File: src/dlbp_pkg.sv
/*
  Shared constants and carriers of the dual leaky bucket policer.
  Assumes a 200 MHz core clock and a 32-bit register port.
*/
package dlbp_pkg;
  // ==========================================================
  // Register offsets
  localparam logic [7:0] OFS_SETUP = 8'h00;
  localparam logic [7:0] OFS_BUCKET0 = 8'h04;
  localparam logic [7:0] OFS_BUCKET1 = 8'h08;
  localparam logic [7:0] OFS_GLOBAL = 8'h0c;
  localparam logic [7:0] OFS_FLAGS = 8'h10;
  localparam logic [7:0] OFS_LEVEL0 = 8'h14;
  localparam logic [7:0] OFS_LEVEL1 = 8'h18;
  // ==========================================================
  // Field positions
  localparam int POS_GRAN = 0;
  localparam int POS_CEIL = 2;
  localparam int POS_COUPLE = 4;
  localparam int POS_INC = 5;
  localparam int POS_ADJ = 7;
  localparam int POS_TSEL = 14;
  localparam int POS_THR = 0;
  localparam int POS_RATE = 8;
  localparam int POS_DRAIN_EN = 0;
  localparam int POS_FILL_EN = 1;
  localparam int POS_TICK = 4;
  localparam int FLG_DISCARD = 0;
  localparam int FLG_OPEN = 1;
  localparam int FLG_COMMIT = 2;
  localparam int FLG_PEAK = 3;
  // ==========================================================
  // Widths and scaling
  localparam int LVL_W = 21;
  localparam int THR_SHIFT = 11;
  localparam int GRAN_SHIFT = 3;
  localparam logic [1:0] COLOR_BLIND = 2'h3;
  localparam logic [1:0] DROP_MAX = 2'h3;
  // ==========================================================
  // Values after reset
  localparam logic [1:0] RST_CEIL = 2'h3;
  localparam logic [1:0] RST_TSEL = 2'h3;
  localparam logic [15:0] RST_TICK = 16'h0028;
  // ==========================================================
  // Carriers
  typedef struct packed {
    logic valid;
    logic [13:0] length;
    logic [1:0] drop_level;
    logic to_cpu;
    logic to_front;
  } dlbp_frame_t;
  typedef struct packed {
    logic valid;
    logic policed;
    logic yellow;
    logic discard;
    logic [1:0] drop_level;
  } dlbp_verdict_t;
endpackage

File: src/dlbp_policer.sv
/*
  Dual leaky bucket policer: meters frames against a committed and
  an excess bucket and gives a colour verdict one cycle later.
  Assumes frames arrive as single-cycle requests on frame_in and
  that software programs the buckets per the coupling flag.
*/
// Added by the designer: the address map and the plain strobed port.
`timescale 1ns/1ps
module dlbp_policer (
  input wire logic clk_in,
  input wire logic sys_rst_in,
  input wire logic [7:0] reg_addr_in,
  input wire logic [31:0] reg_wdata_in,
  input wire logic reg_wr_in,
  input wire logic reg_rd_in,
  output logic [31:0] reg_rdata_out,
  input wire dlbp_pkg::dlbp_frame_t frame_in,
  output dlbp_pkg::dlbp_verdict_t verdict_out
);
  localparam int LW = dlbp_pkg::LVL_W;

  // ==========================================================
  // Helpers
  function automatic logic [LW-1:0] thr_bytes(input logic [6:0] t);
    thr_bytes = LW'({t, 11'h000});
  endfunction

  function automatic logic [LW-1:0] drain_amt(input logic [10:0] r,
                                              input logic [1:0] g);
    drain_amt = LW'(r) << (int'(g) * dlbp_pkg::GRAN_SHIFT);
  endfunction

  function automatic logic [LW-1:0] sat_sub(input logic [LW-1:0] a,
                                            input logic [LW-1:0] b);
    sat_sub = (a > b) ? a - b : '0;
  endfunction

  // ==========================================================
  // Configuration state
  logic [1:0] gran;
  logic [1:0] ceil;
  logic couple;
  logic [1:0] inc;
  logic [6:0] adj;
  logic [1:0] tsel;
  logic [6:0] thr0;
  logic [6:0] thr1;
  logic [10:0] rate0;
  logic [10:0] rate1;
  logic drain_en;
  logic fill_en;
  logic [15:0] tick_per;
  logic [3:0] flags;
  logic [LW-1:0] lvl0;
  logic [LW-1:0] lvl1;
  logic tick;

  logic wr_setup;
  logic wr_flags;
  assign wr_setup = reg_wr_in && reg_addr_in == dlbp_pkg::OFS_SETUP;
  assign wr_flags = reg_wr_in && reg_addr_in == dlbp_pkg::OFS_FLAGS;

  // ==========================================================
  // Register writes
  always_ff @(posedge clk_in) begin
    if (sys_rst_in) begin
      gran <= 2'h0;
      ceil <= dlbp_pkg::RST_CEIL;
      couple <= 1'b0;
      inc <= 2'h0;
      adj <= 7'h00;
      tsel <= dlbp_pkg::RST_TSEL;
    end else if (wr_setup) begin
      gran <= reg_wdata_in[dlbp_pkg::POS_GRAN +: 2];
      ceil <= reg_wdata_in[dlbp_pkg::POS_CEIL +: 2];
      couple <= reg_wdata_in[dlbp_pkg::POS_COUPLE];
      inc <= reg_wdata_in[dlbp_pkg::POS_INC +: 2];
      adj <= reg_wdata_in[dlbp_pkg::POS_ADJ +: 7];
      tsel <= reg_wdata_in[dlbp_pkg::POS_TSEL +: 2];
    end
  end

  always_ff @(posedge clk_in) begin
    if (sys_rst_in) begin
      thr0 <= 7'h00;
      rate0 <= 11'h000;
    end else if (reg_wr_in && reg_addr_in == dlbp_pkg::OFS_BUCKET0) begin
      thr0 <= reg_wdata_in[dlbp_pkg::POS_THR +: 7];
      rate0 <= reg_wdata_in[dlbp_pkg::POS_RATE +: 11];
    end
  end

  always_ff @(posedge clk_in) begin
    if (sys_rst_in) begin
      thr1 <= 7'h00;
      rate1 <= 11'h000;
    end else if (reg_wr_in && reg_addr_in == dlbp_pkg::OFS_BUCKET1) begin
      thr1 <= reg_wdata_in[dlbp_pkg::POS_THR +: 7];
      rate1 <= reg_wdata_in[dlbp_pkg::POS_RATE +: 11];
    end
  end

  always_ff @(posedge clk_in) begin
    if (sys_rst_in) begin
      drain_en <= 1'b0;
      fill_en <= 1'b0;
      tick_per <= dlbp_pkg::RST_TICK;
    end else if (reg_wr_in && reg_addr_in == dlbp_pkg::OFS_GLOBAL) begin
      drain_en <= reg_wdata_in[dlbp_pkg::POS_DRAIN_EN];
      fill_en <= reg_wdata_in[dlbp_pkg::POS_FILL_EN];
      tick_per <= reg_wdata_in[dlbp_pkg::POS_TICK +: 16];
    end
  end

  // ==========================================================
  // Base tick
  dlbp_tick_div u_tick (
    .clk_in(clk_in),
    .sys_rst_in(sys_rst_in),
    .enable_in(drain_en),
    .period_in(tick_per),
    .tick_out(tick)
  );

  // ==========================================================
  // Classification
  logic run;
  logic sel_hit;
  logic policed;
  logic in_green;
  logic conform0;
  logic conform1;
  logic go_green;
  logic go_yel;
  logic drop;
  logic [15:0] sz_raw;
  logic [LW-1:0] fsize;
  logic [2:0] dl_sum;
  logic [1:0] inc_level;

  assign run = drain_en && fill_en;
  assign sel_hit = (frame_in.to_cpu && tsel[0]) ||
                   (frame_in.to_front && tsel[1]);
  assign policed = frame_in.valid && sel_hit && run;
  assign in_green = frame_in.drop_level <= ceil;
  assign conform0 = lvl0 < thr_bytes(thr0);
  assign conform1 = lvl1 < thr_bytes(thr1);
  assign go_green = in_green && conform0;
  assign go_yel = !go_green && conform1;
  assign drop = !go_green && !conform1;
  assign sz_raw = {2'b00, frame_in.length} + {{9{adj[6]}}, adj};
  assign fsize = sz_raw[15] ? '0 : LW'(sz_raw[14:0]);
  assign dl_sum = {1'b0, frame_in.drop_level} + {1'b0, inc};
  assign inc_level = dl_sum[2] ? dlbp_pkg::DROP_MAX : dl_sum[1:0];

  // ==========================================================
  // Bucket levels
  logic [LW-1:0] fill0;
  logic [LW-1:0] fill1;
  logic [LW-1:0] next_lvl0;
  logic [LW-1:0] next_lvl1;
  logic drain_now;

  assign drain_now = tick && drain_en;
  assign fill0 = (policed && go_green) ? fsize : '0;
  assign fill1 = (policed && (go_yel || (go_green && couple))) ?
                 fsize : '0;
  assign next_lvl0 = (drain_now ? sat_sub(lvl0, drain_amt(rate0, gran))
                                : lvl0) + fill0;
  assign next_lvl1 = (drain_now ? sat_sub(lvl1, drain_amt(rate1, gran))
                                : lvl1) + fill1;

  always_ff @(posedge clk_in) begin
    if (sys_rst_in) begin
      lvl0 <= '0;
      lvl1 <= '0;
    end else begin
      lvl0 <= next_lvl0;
      lvl1 <= next_lvl1;
    end
  end

  // ==========================================================
  // Verdict
  always_ff @(posedge clk_in) begin
    if (sys_rst_in) begin
      verdict_out <= '0;
    end else begin
      verdict_out.valid <= frame_in.valid;
      verdict_out.policed <= policed;
      verdict_out.yellow <= policed ? go_yel : !in_green;
      verdict_out.discard <= policed && drop;
      verdict_out.drop_level <= (policed && go_yel) ? inc_level
                                : frame_in.drop_level;
    end
  end

  // ==========================================================
  // Sticky flags, set wins over clear
  logic [3:0] flag_set;
  logic [3:0] flag_clr;
  always_comb begin
    flag_set = 4'h0;
    flag_set[dlbp_pkg::FLG_DISCARD] = policed && drop;
    flag_set[dlbp_pkg::FLG_OPEN] = policed && go_green && conform1;
    flag_set[dlbp_pkg::FLG_COMMIT] = policed && !conform0;
    flag_set[dlbp_pkg::FLG_PEAK] = policed && !go_green &&
                                   !conform1;
  end
  assign flag_clr = wr_flags ? reg_wdata_in[3:0] : 4'h0;

  always_ff @(posedge clk_in) begin
    if (sys_rst_in) begin
      flags <= 4'h0;
    end else begin
      flags <= (flags & ~flag_clr) | flag_set;
    end
  end

  // ==========================================================
  // Register reads
  always_ff @(posedge clk_in) begin
    if (sys_rst_in) begin
      reg_rdata_out <= 32'h0000_0000;
    end else if (reg_rd_in) begin
      case (reg_addr_in)
        dlbp_pkg::OFS_SETUP: begin
          reg_rdata_out <= {16'h0000, tsel, adj, inc, couple, ceil, gran};
        end
        dlbp_pkg::OFS_BUCKET0: begin
          reg_rdata_out <= {13'h0000, rate0, 1'b0, thr0};
        end
        dlbp_pkg::OFS_BUCKET1: begin
          reg_rdata_out <= {13'h0000, rate1, 1'b0, thr1};
        end
        dlbp_pkg::OFS_GLOBAL: begin
          reg_rdata_out <= {12'h000, tick_per, 2'h0, fill_en, drain_en};
        end
        dlbp_pkg::OFS_FLAGS: begin
          reg_rdata_out <= {28'h0000000, flags};
        end
        dlbp_pkg::OFS_LEVEL0: begin
          reg_rdata_out <= 32'(lvl0);
        end
        dlbp_pkg::OFS_LEVEL1: begin
          reg_rdata_out <= 32'(lvl1);
        end
        default: begin
          reg_rdata_out <= 32'h0000_0000;
        end
      endcase
    end else begin
      reg_rdata_out <= 32'h0000_0000;
    end
  end
endmodule

File: src/dlbp_tick_div.sv
/*
  Base tick divider: one-cycle pulse every period cycles.
  Assumes period is steady while enabled; zero acts as one.
*/
`timescale 1ns/1ps
module dlbp_tick_div (
  input wire logic clk_in,
  input wire logic sys_rst_in,
  input wire logic enable_in,
  input wire logic [15:0] period_in,
  output logic tick_out
);
  logic [15:0] count;

  // ==========================================================
  // Counter
  always_ff @(posedge clk_in) begin
    if (sys_rst_in || !enable_in) begin
      count <= 16'h0000;
      tick_out <= 1'b0;
    end else if (count + 16'h0001 >= period_in) begin
      count <= 16'h0000;
      tick_out <= 1'b1;
    end else begin
      count <= count + 16'h0001;
      tick_out <= 1'b0;
    end
  end
endmodule

File: config.mk
export PLATFORM = sky130hd
export DESIGN_NAME = dlbp_policer
export DESIGN_NICKNAME = d
export VERILOG_FILES = /design/src/dlbp_pkg.sv /design/src/dlbp_policer.sv /design/src/dlbp_tick_div.sv
export SDC_FILE = /design/constraint.sdc
export NUM_CORES = 1
export LEC_CHECK = 0
export BUFFER_PORTS_ARGS = -buffer_cell sky130_fd_sc_hd__buf_2
export CAP_MARGIN = 15
export CORE_MARGIN = 1.5
export CORE_UTILIZATION = 45
export DETAILED_ROUTE_END_ITERATION = 8
export GPL_TIMING_DRIVEN = 0
export PLACE_DENSITY = 0.68
export SKIP_LAST_GASP = 1
export SYNTH_ARGS = -nofsm -noshare
export SYNTH_HDL_FRONTEND = slang
export SYNTH_HIERARCHICAL = 1
export SYNTH_SLANG_ARGS = --single-unit
File: constraint.sdc
create_clock -name clk_in -period 8.8 [get_ports clk_in]
set_clock_uncertainty 0.2 [all_clocks]
set_input_delay 0.44 -clock clk_in [delete_from_list [all_inputs] [get_ports clk_in]]
set_output_delay 0.44 -clock clk_in [all_outputs]
set_load 0.02 [all_outputs]
* Yosys cells after proc, flatten, opt, wreduce, memory -nomap -nowiden
Cells that the tools add are included.
Operators by class: shift operators 2, $mul 1, reductions and logical operators 34, bitwise gates (word level) 4, $lt $le $gt $ge 6, add/subtract/negate cells 7, muxes and demuxes 13, equal/unequal tests 6
Operators with widths (number):
- $pmux W21 S7 | 1
- $mux W21 | 4
- $mux W15 | 3
- $add A21 B15 Y21 | 2
- $gt A21 B21 Y1 | 2
- $lt A21 B18 Y1 | 2
- $sub A21 B21 Y21 | 2
- $shl A11 B32 Y21 | 1
- $eq A8 B5 Y1 const B | 3
- $logic_and A1 B1 Y1 | 23
- $shl A11 B4 Y21 | 1
- $add A15 B7 Y16 | 1
- $add A16 B1 Y16 const B | 1
- $eq A8 B4 Y1 const B | 2
- $ge A16 B16 Y1 | 1
- $eq A8 B3 Y1 const B | 1
- $logic_not A8 Y1 | 1
- $logic_not A1 Y1 | 5
- $and A4 B4 Y4 | 1
- $mul A2 B2 Y4 const B | 1
- $mux W2 | 2
- $mux W4 | 1
- $not A4 Y4 | 1
- $or A4 B4 Y4 | 1
- other kinds (6) | 10
Storage, ports and cells: bits of input ports 63, output and inout bits 38, register bits 171

* Longest topological paths before layout
word-level depth 8, gate-level depth with buffers 35, mapped depth without buffers 29

* By module
Netlist, hierarchy kept.
By module, submodules not included:
- dlbp_policer | cells an instance 1472, sequential area each 2862.7 um^2, area an instance 11254.5 um^2, times used 1
- dlbp_tick_div | cells an instance 147, sequential area each 340.3 um^2, area an instance 1247.4 um^2, times used 1

* Worst setup path before layout
Ideal clock, no wire load.
path type register to register, start reg gran[0], end reg lvl0[18], stages on the path, launching flop included 35, data arrival time 6.864 ns, path slack 1.608 ns, library setup time 0.128 ns, cell sequence dfxtp_1 -> clkbuf_1 -> inv_1 -> clkbuf_1 -> ha_1 -> clkbuf_1 -> buf_1 -> clkbuf_1 -> nand3_1 -> o21ai_0 -> mux2i_1 -> or2_2 -> ha_1 -> a21oi_1 -> and2_1 -> a22oi_1 -> and2_1 -> a221oi_2 -> a21oi_1 -> clkbuf_1 -> buf_1 -> a22o_1 -> ha_1 -> inv_1 -> fa_1 -> nor2b_1 -> o31a_1 -> o21ai_0 -> a21oi_1 -> a41oi_1 -> a21oi_1 -> a211o_1 -> nand4_1 -> xnor2_1 -> nor2_1
On the way: cells in the longest elaborated chain, start to end 6, elaborated cells between the ends (all ways) 7, classes of those cells add/sub (2); mul (1); order compare (1); shift (1); mux (2)
Ends and longest elaborated chain:
- start, declared | line dlbp_policer.sv:40 | logic [1:0] gran;
- start signal, assigned | line dlbp_policer.sv:74 | gran <= reg_wdata_in[dlbp_pkg::POS_GRAN +: 2];
- $mul A2 B2 Y4 (*) | line dlbp_policer.sv:30 | drain_amt = LW'(r) << (int'(g) * dlbp_pkg::GRAN_SHIFT);
- $shl A11 B32 Y21 (*) | line dlbp_policer.sv:30
- $sub A21 B21 Y21 / $gt A21 B21 Y1 (equally long branches) | line dlbp_policer.sv:35 | sat_sub = (a > b) ? a - b : '0;
- $mux W21 (*) | line dlbp_policer.sv:35
- $mux W21 (*) | line dlbp_policer.sv:168 | assign next_lvl0 = (drain_now ? sat_sub(lvl0, drain_amt(rate0, gran))
- $add A21 B15 Y21 (*) | line dlbp_policer.sv:169 | : lvl0) + fill0;
- end signal, assigned | line dlbp_policer.sv:178 | lvl0 <= next_lvl0;
- end, declared | line dlbp_policer.sv:54 | logic [LW-1:0] lvl0;
Every way passes the cells marked *; elsewhere a longest branch is shown, timed or not. A chain may end at the register's enable or synchronous reset.

* Worst setup path in the final report
start reg gran[0], end reg lvl0[17]
Same word-level chain as after synthesis.

==> impl_metrics.json <==
{
  "worst-path-max-fanout": 10,
  "synth_cell_types": 91,
  "die_w_um": 170,
  "synth.avg_cell_area_um2": 7.72,
  "rsz0062_at_grt": "true",
  "antenna_found_initial": 0,
  "drt_iter0_markers": 1606,
  "overflow": 0,
  "path_clk_slew_ns": 0.08,
  "holdPathStages": 2,
  "synth_seq_cells": 160,
  "drt-total-wl_um": 44100,
  "route.detailed.drc": 0,
  "grt_start_max_net_pins": 19,
  "layout-drive-gt1-share": 0.108,
  "crit_path_start_kind": "flop",
  "cpPeakStageDelay_ns": 0.55,
  "maxSlewViolCount": 0,
  "die_y_um": 170,
  "hold_violations": 0,
  "synthArstFlopShare": 0,
  "route.met2.wl_um": 19700,
  "ir_worst_vdd_mv": 0.160,
  "ant_nets": 0,
  "die-area_um2": 28800,
  "num_rows": 60,
  "power_frac_seq": 0.461,
  "synth-xor-area-share": 0.0602,
  "io_pins": 101,
  "synth_edf_count": 0,
  "portBuffers": 74,
  "synth_compound_area_frac": 0.251,
  "fin_util": 0.516,
  "track_usage": 0.305,
  "switching_share": 0.275,
  "multi_input_area_um2": 8690,
  "cts-hold-fix-buffers": 0,
  "h-tree-depth": 4,
  "switchingPower_mw": 0.432,
  "crit_required_ns": 8.90,
  "period_share": 0.946,
  "final.min_clock_period_ns": 8.32,
  "r2r_slack_ns": 0.48,
  "cp-end-kind": "flop",
  "syn-cell-area_um2": 12500,
  "regArea_um2": 3200,
  "synth_warnings": 6,
  "syn2layout_area_growth_pct": 11.8,
  "dp_hpwl_um": 35400,
  "timing.rr.start": "gran[0]$_SDFFE_PP0P_",
  "avgViaCountPerCell": 5.98,
  "tightest_slew_ns": 1.14,
  "cp_common_cell": "clkbuf_1",
  "startpoint": "gran[0]$_SDFFE_PP0P_",
  "max_freq_mhz": 120,
  "setup_violations": 0,
  "synth_top_family_by_area": "compound AO/OA/AOI/OAI gates",
  "r2r-end": "lvl0[17]$_SDFF_PP0_",
  "clock_sink_count": 160,
  "initial_core_util": 0.461,
  "highest_layer": "met4",
  "met1_length_um": 19400,
  "internal_power_mw": 1.14,
  "clockPowerShare": 0.488,
  "core_region_area_um2": 27100,
  "status": "complete, no violations",
  "power_density_nw_per_um2": 112,
  "hold_path.class": "input pin to flop",
  "gp_congestion": 0.989,
  "grt_pass1_vias": 11390,
  "num_vias": 12597,
  "comb_power_share": 0.050,
  "cap_viol_max_count": 0,
  "wire_per_inst_um": 20.9,
  "slowest_stage": "ha_2",
  "synthAdderAreaFrac": 0.132,
  "rr_worst_depth": 31,
  "synthMuxAreaShare": 0.0321,
  "met3_length_um": 3770,
  "slew_headroom": 0.241,
  "syn_inst": 1619,
  "cp.arrival_ns": 8.42,
  "fill_cells": 2605,
  "postCtsSetupRepairBufs": 0,
  "synth-simple-area-share": 0.216,
  "nets": 1912,
  "drt_first_pass_iters": 6,
  "ys.flop_type": "dfxtp_1",
  "num_antenna_cells": 0,
  "cts_tree": "yes",
  "cts-root-buf": "clkbuf_16",
  "clockBufferDepth": 2,
  "worst-setup-path-type": "flop to flop",
  "cts_made_buffers": 17,
  "worstHoldStart": "frame_in[18]",
  "clk_latency_ns": 0.44,
  "seq_area_frac_synth": 0.256,
  "p_leak_nw": 5.76,
  "tns_ns": 0,
  "min_to": "verdict_out[5]$_SDFF_PP0_",
  "grt_pass1_wl_um": 66400
}
-- flip-flops by register name, summed over array words and instances, names as in the netlist, 7 cells and up --
| name | flops |
|---|---|
| lvl1 | 21 |
| thr1 | 7 |
| rate0 | 11 |
| reg_rdata_out | 21 |
| tick_per | 16 |
| u_tick/count | 16 |
| lvl0 | 21 |
| adj | 7 |
| rate1 | 11 |
| thr0 | 7 |
-- area by class of cell --
class	instances	area share
Tap cell	372	0.0333
Inverter	78	0.0209
Clock inverter	14	0.0113
Timing Repair Buffer	74	0.0265
Buffer	81	0.0258
Clock buffer	18	0.0314
Sequential cell	160	0.229
Multi-Input combinational cell	1309	0.622
-- worst max-delay path: cells and delay by family, from the launching register on --
kind | cells | cell delay, ns
adder cells (fa/ha/maj) | 3 | 1.10
AND/OR/NAND/NOR | 9 | 1.69
XOR/XNOR | 1 | 0.12
buffers and inverters | 7 | 1.84
AO/OA/AOI/OAI | 10 | 2.67
multiplexers | 1 | 0.17
flip-flops | 1 | 0.36
-- placed cells by master, fill, tap and decap left out, drive strengths merged, types with 25 or more instances in the layout --
master,synthesis,routed
nand3,32,32
dfxtp,160,160
xnor2,55,55
clkbuf,56,74
a21oi,149,149
xor2,31,31
nand2,236,236
inv,77,86
nor2b,25,25
nor2,148,148
ha,122,122
a21o,34,34
nor3,27,27
a22oi,62,62
o21ai,67,67
buf,26,99
-- cells in the mapped netlist (7+ instances only) --
library cell,instances,share of area
o211ai_1,7,0.0042
ha_1,122,0.12
a21oi_1,148,0.059
mux2_2,11,0.0099
nor2b_1,25,0.013
o21bai_1,12,0.0072
or2_2,8,0.0040
nand3_1,32,0.013
inv_1,77,0.023
buf_4,11,0.0066
and2_1,17,0.0085
o21ai_0,59,0.024
nor2_1,146,0.044
o21a_1,10,0.0060
a22o_1,22,0.015
nand4_1,14,0.0070
nor3_1,26,0.010
a22oi_1,59,0.035
xor2_1,31,0.022
nor4_1,15,0.0075
mux2i_1,21,0.017
buf_2,9,0.0036
or3_1,11,0.0055
dfxtp_1,160,0.26
nand2b_1,24,0.012
a211oi_1,18,0.011
and3_1,9,0.0045
a21o_1,34,0.020
a31oi_1,20,0.010
nand2_1,235,0.071
xnor2_1,55,0.039
clkbuf_1,56,0.017
-- logic make-up after synthesis --
logic type | Yosys count
other | 1
buffers and inverters | 160
AND/OR/NAND/NOR | 586
AO/OA/AOI/OAI | 463
multiplexers | 35
flip-flops | 160
XOR/XNOR | 86
adder cells (fa/ha/maj) | 128
-- layer usage --
metal  track usage  vias up
met5             0        -
met3        0.0457       84
met2         0.489      572
met4        0.0939        0
met1         0.421     5949
li1              -     5992
-- worst max-delay path by stage --
stage / end / cells after the start
floorplan: lvl0[18]$_SDFF_PP0_ / 34
finish: lvl0[17]$_SDFF_PP0_ / 31
global route: lvl0[18]$_SDFF_PP0_ / 33
detailed placement: lvl0[18]$_SDFF_PP0_ / 34
CTS: lvl0[18]$_SDFF_PP0_ / 34
global placement: lvl0[18]$_SDFF_PP0_ / 34
-- metrics by stage --
| stage | total power, mW | hold WS (ns) | cell area (um2) | instances | worst slack [ns] |
|---|---|---|---|---|---|
| after floorplan | 0.783 | 0.236 | 12500 | 1629 | 1.61 |
| after global placement | 0.819 | 0.244 | 13400 | 2075 | -0.0841 |
| after detailed placement | 0.819 | 0.257 | 13400 | 2075 | -0.162 |
| after CTS | 1.57 | 0.0378 | 14000 | 2107 | 0.138 |
| after global routing | 1.61 | 0.0595 | 14000 | 2106 | -0.0205 |
| final | 1.57 | 0.0451 | 14000 | 2106 | 0.480 |
-- power by group through the flow --
stage / Combinational, mW / Clock, mW / Sequential (mW)
after floorplan: 0.0397 / 0 / 0.743
after global placement: 0.0763 / 0 / 0.742
after detailed placement: 0.0769 / 0 / 0.742
after CTS: 0.0774 / 0.770 / 0.725
after global routing: 0.0836 / 0.803 / 0.725
final: 0.0793 / 0.768 / 0.725
-- what timing repair did --
| item | 4_1_cts | 5_1_grt |
|---|---|---|
| gates resized for setup | 2 | 4 |
| gates cloned | 0 | 0 |
| endpoints found under the setup margin | 6 | 13 |
| endpoints found under the hold margin | 0 | 0 |
(Power assumes the default switching activity.)
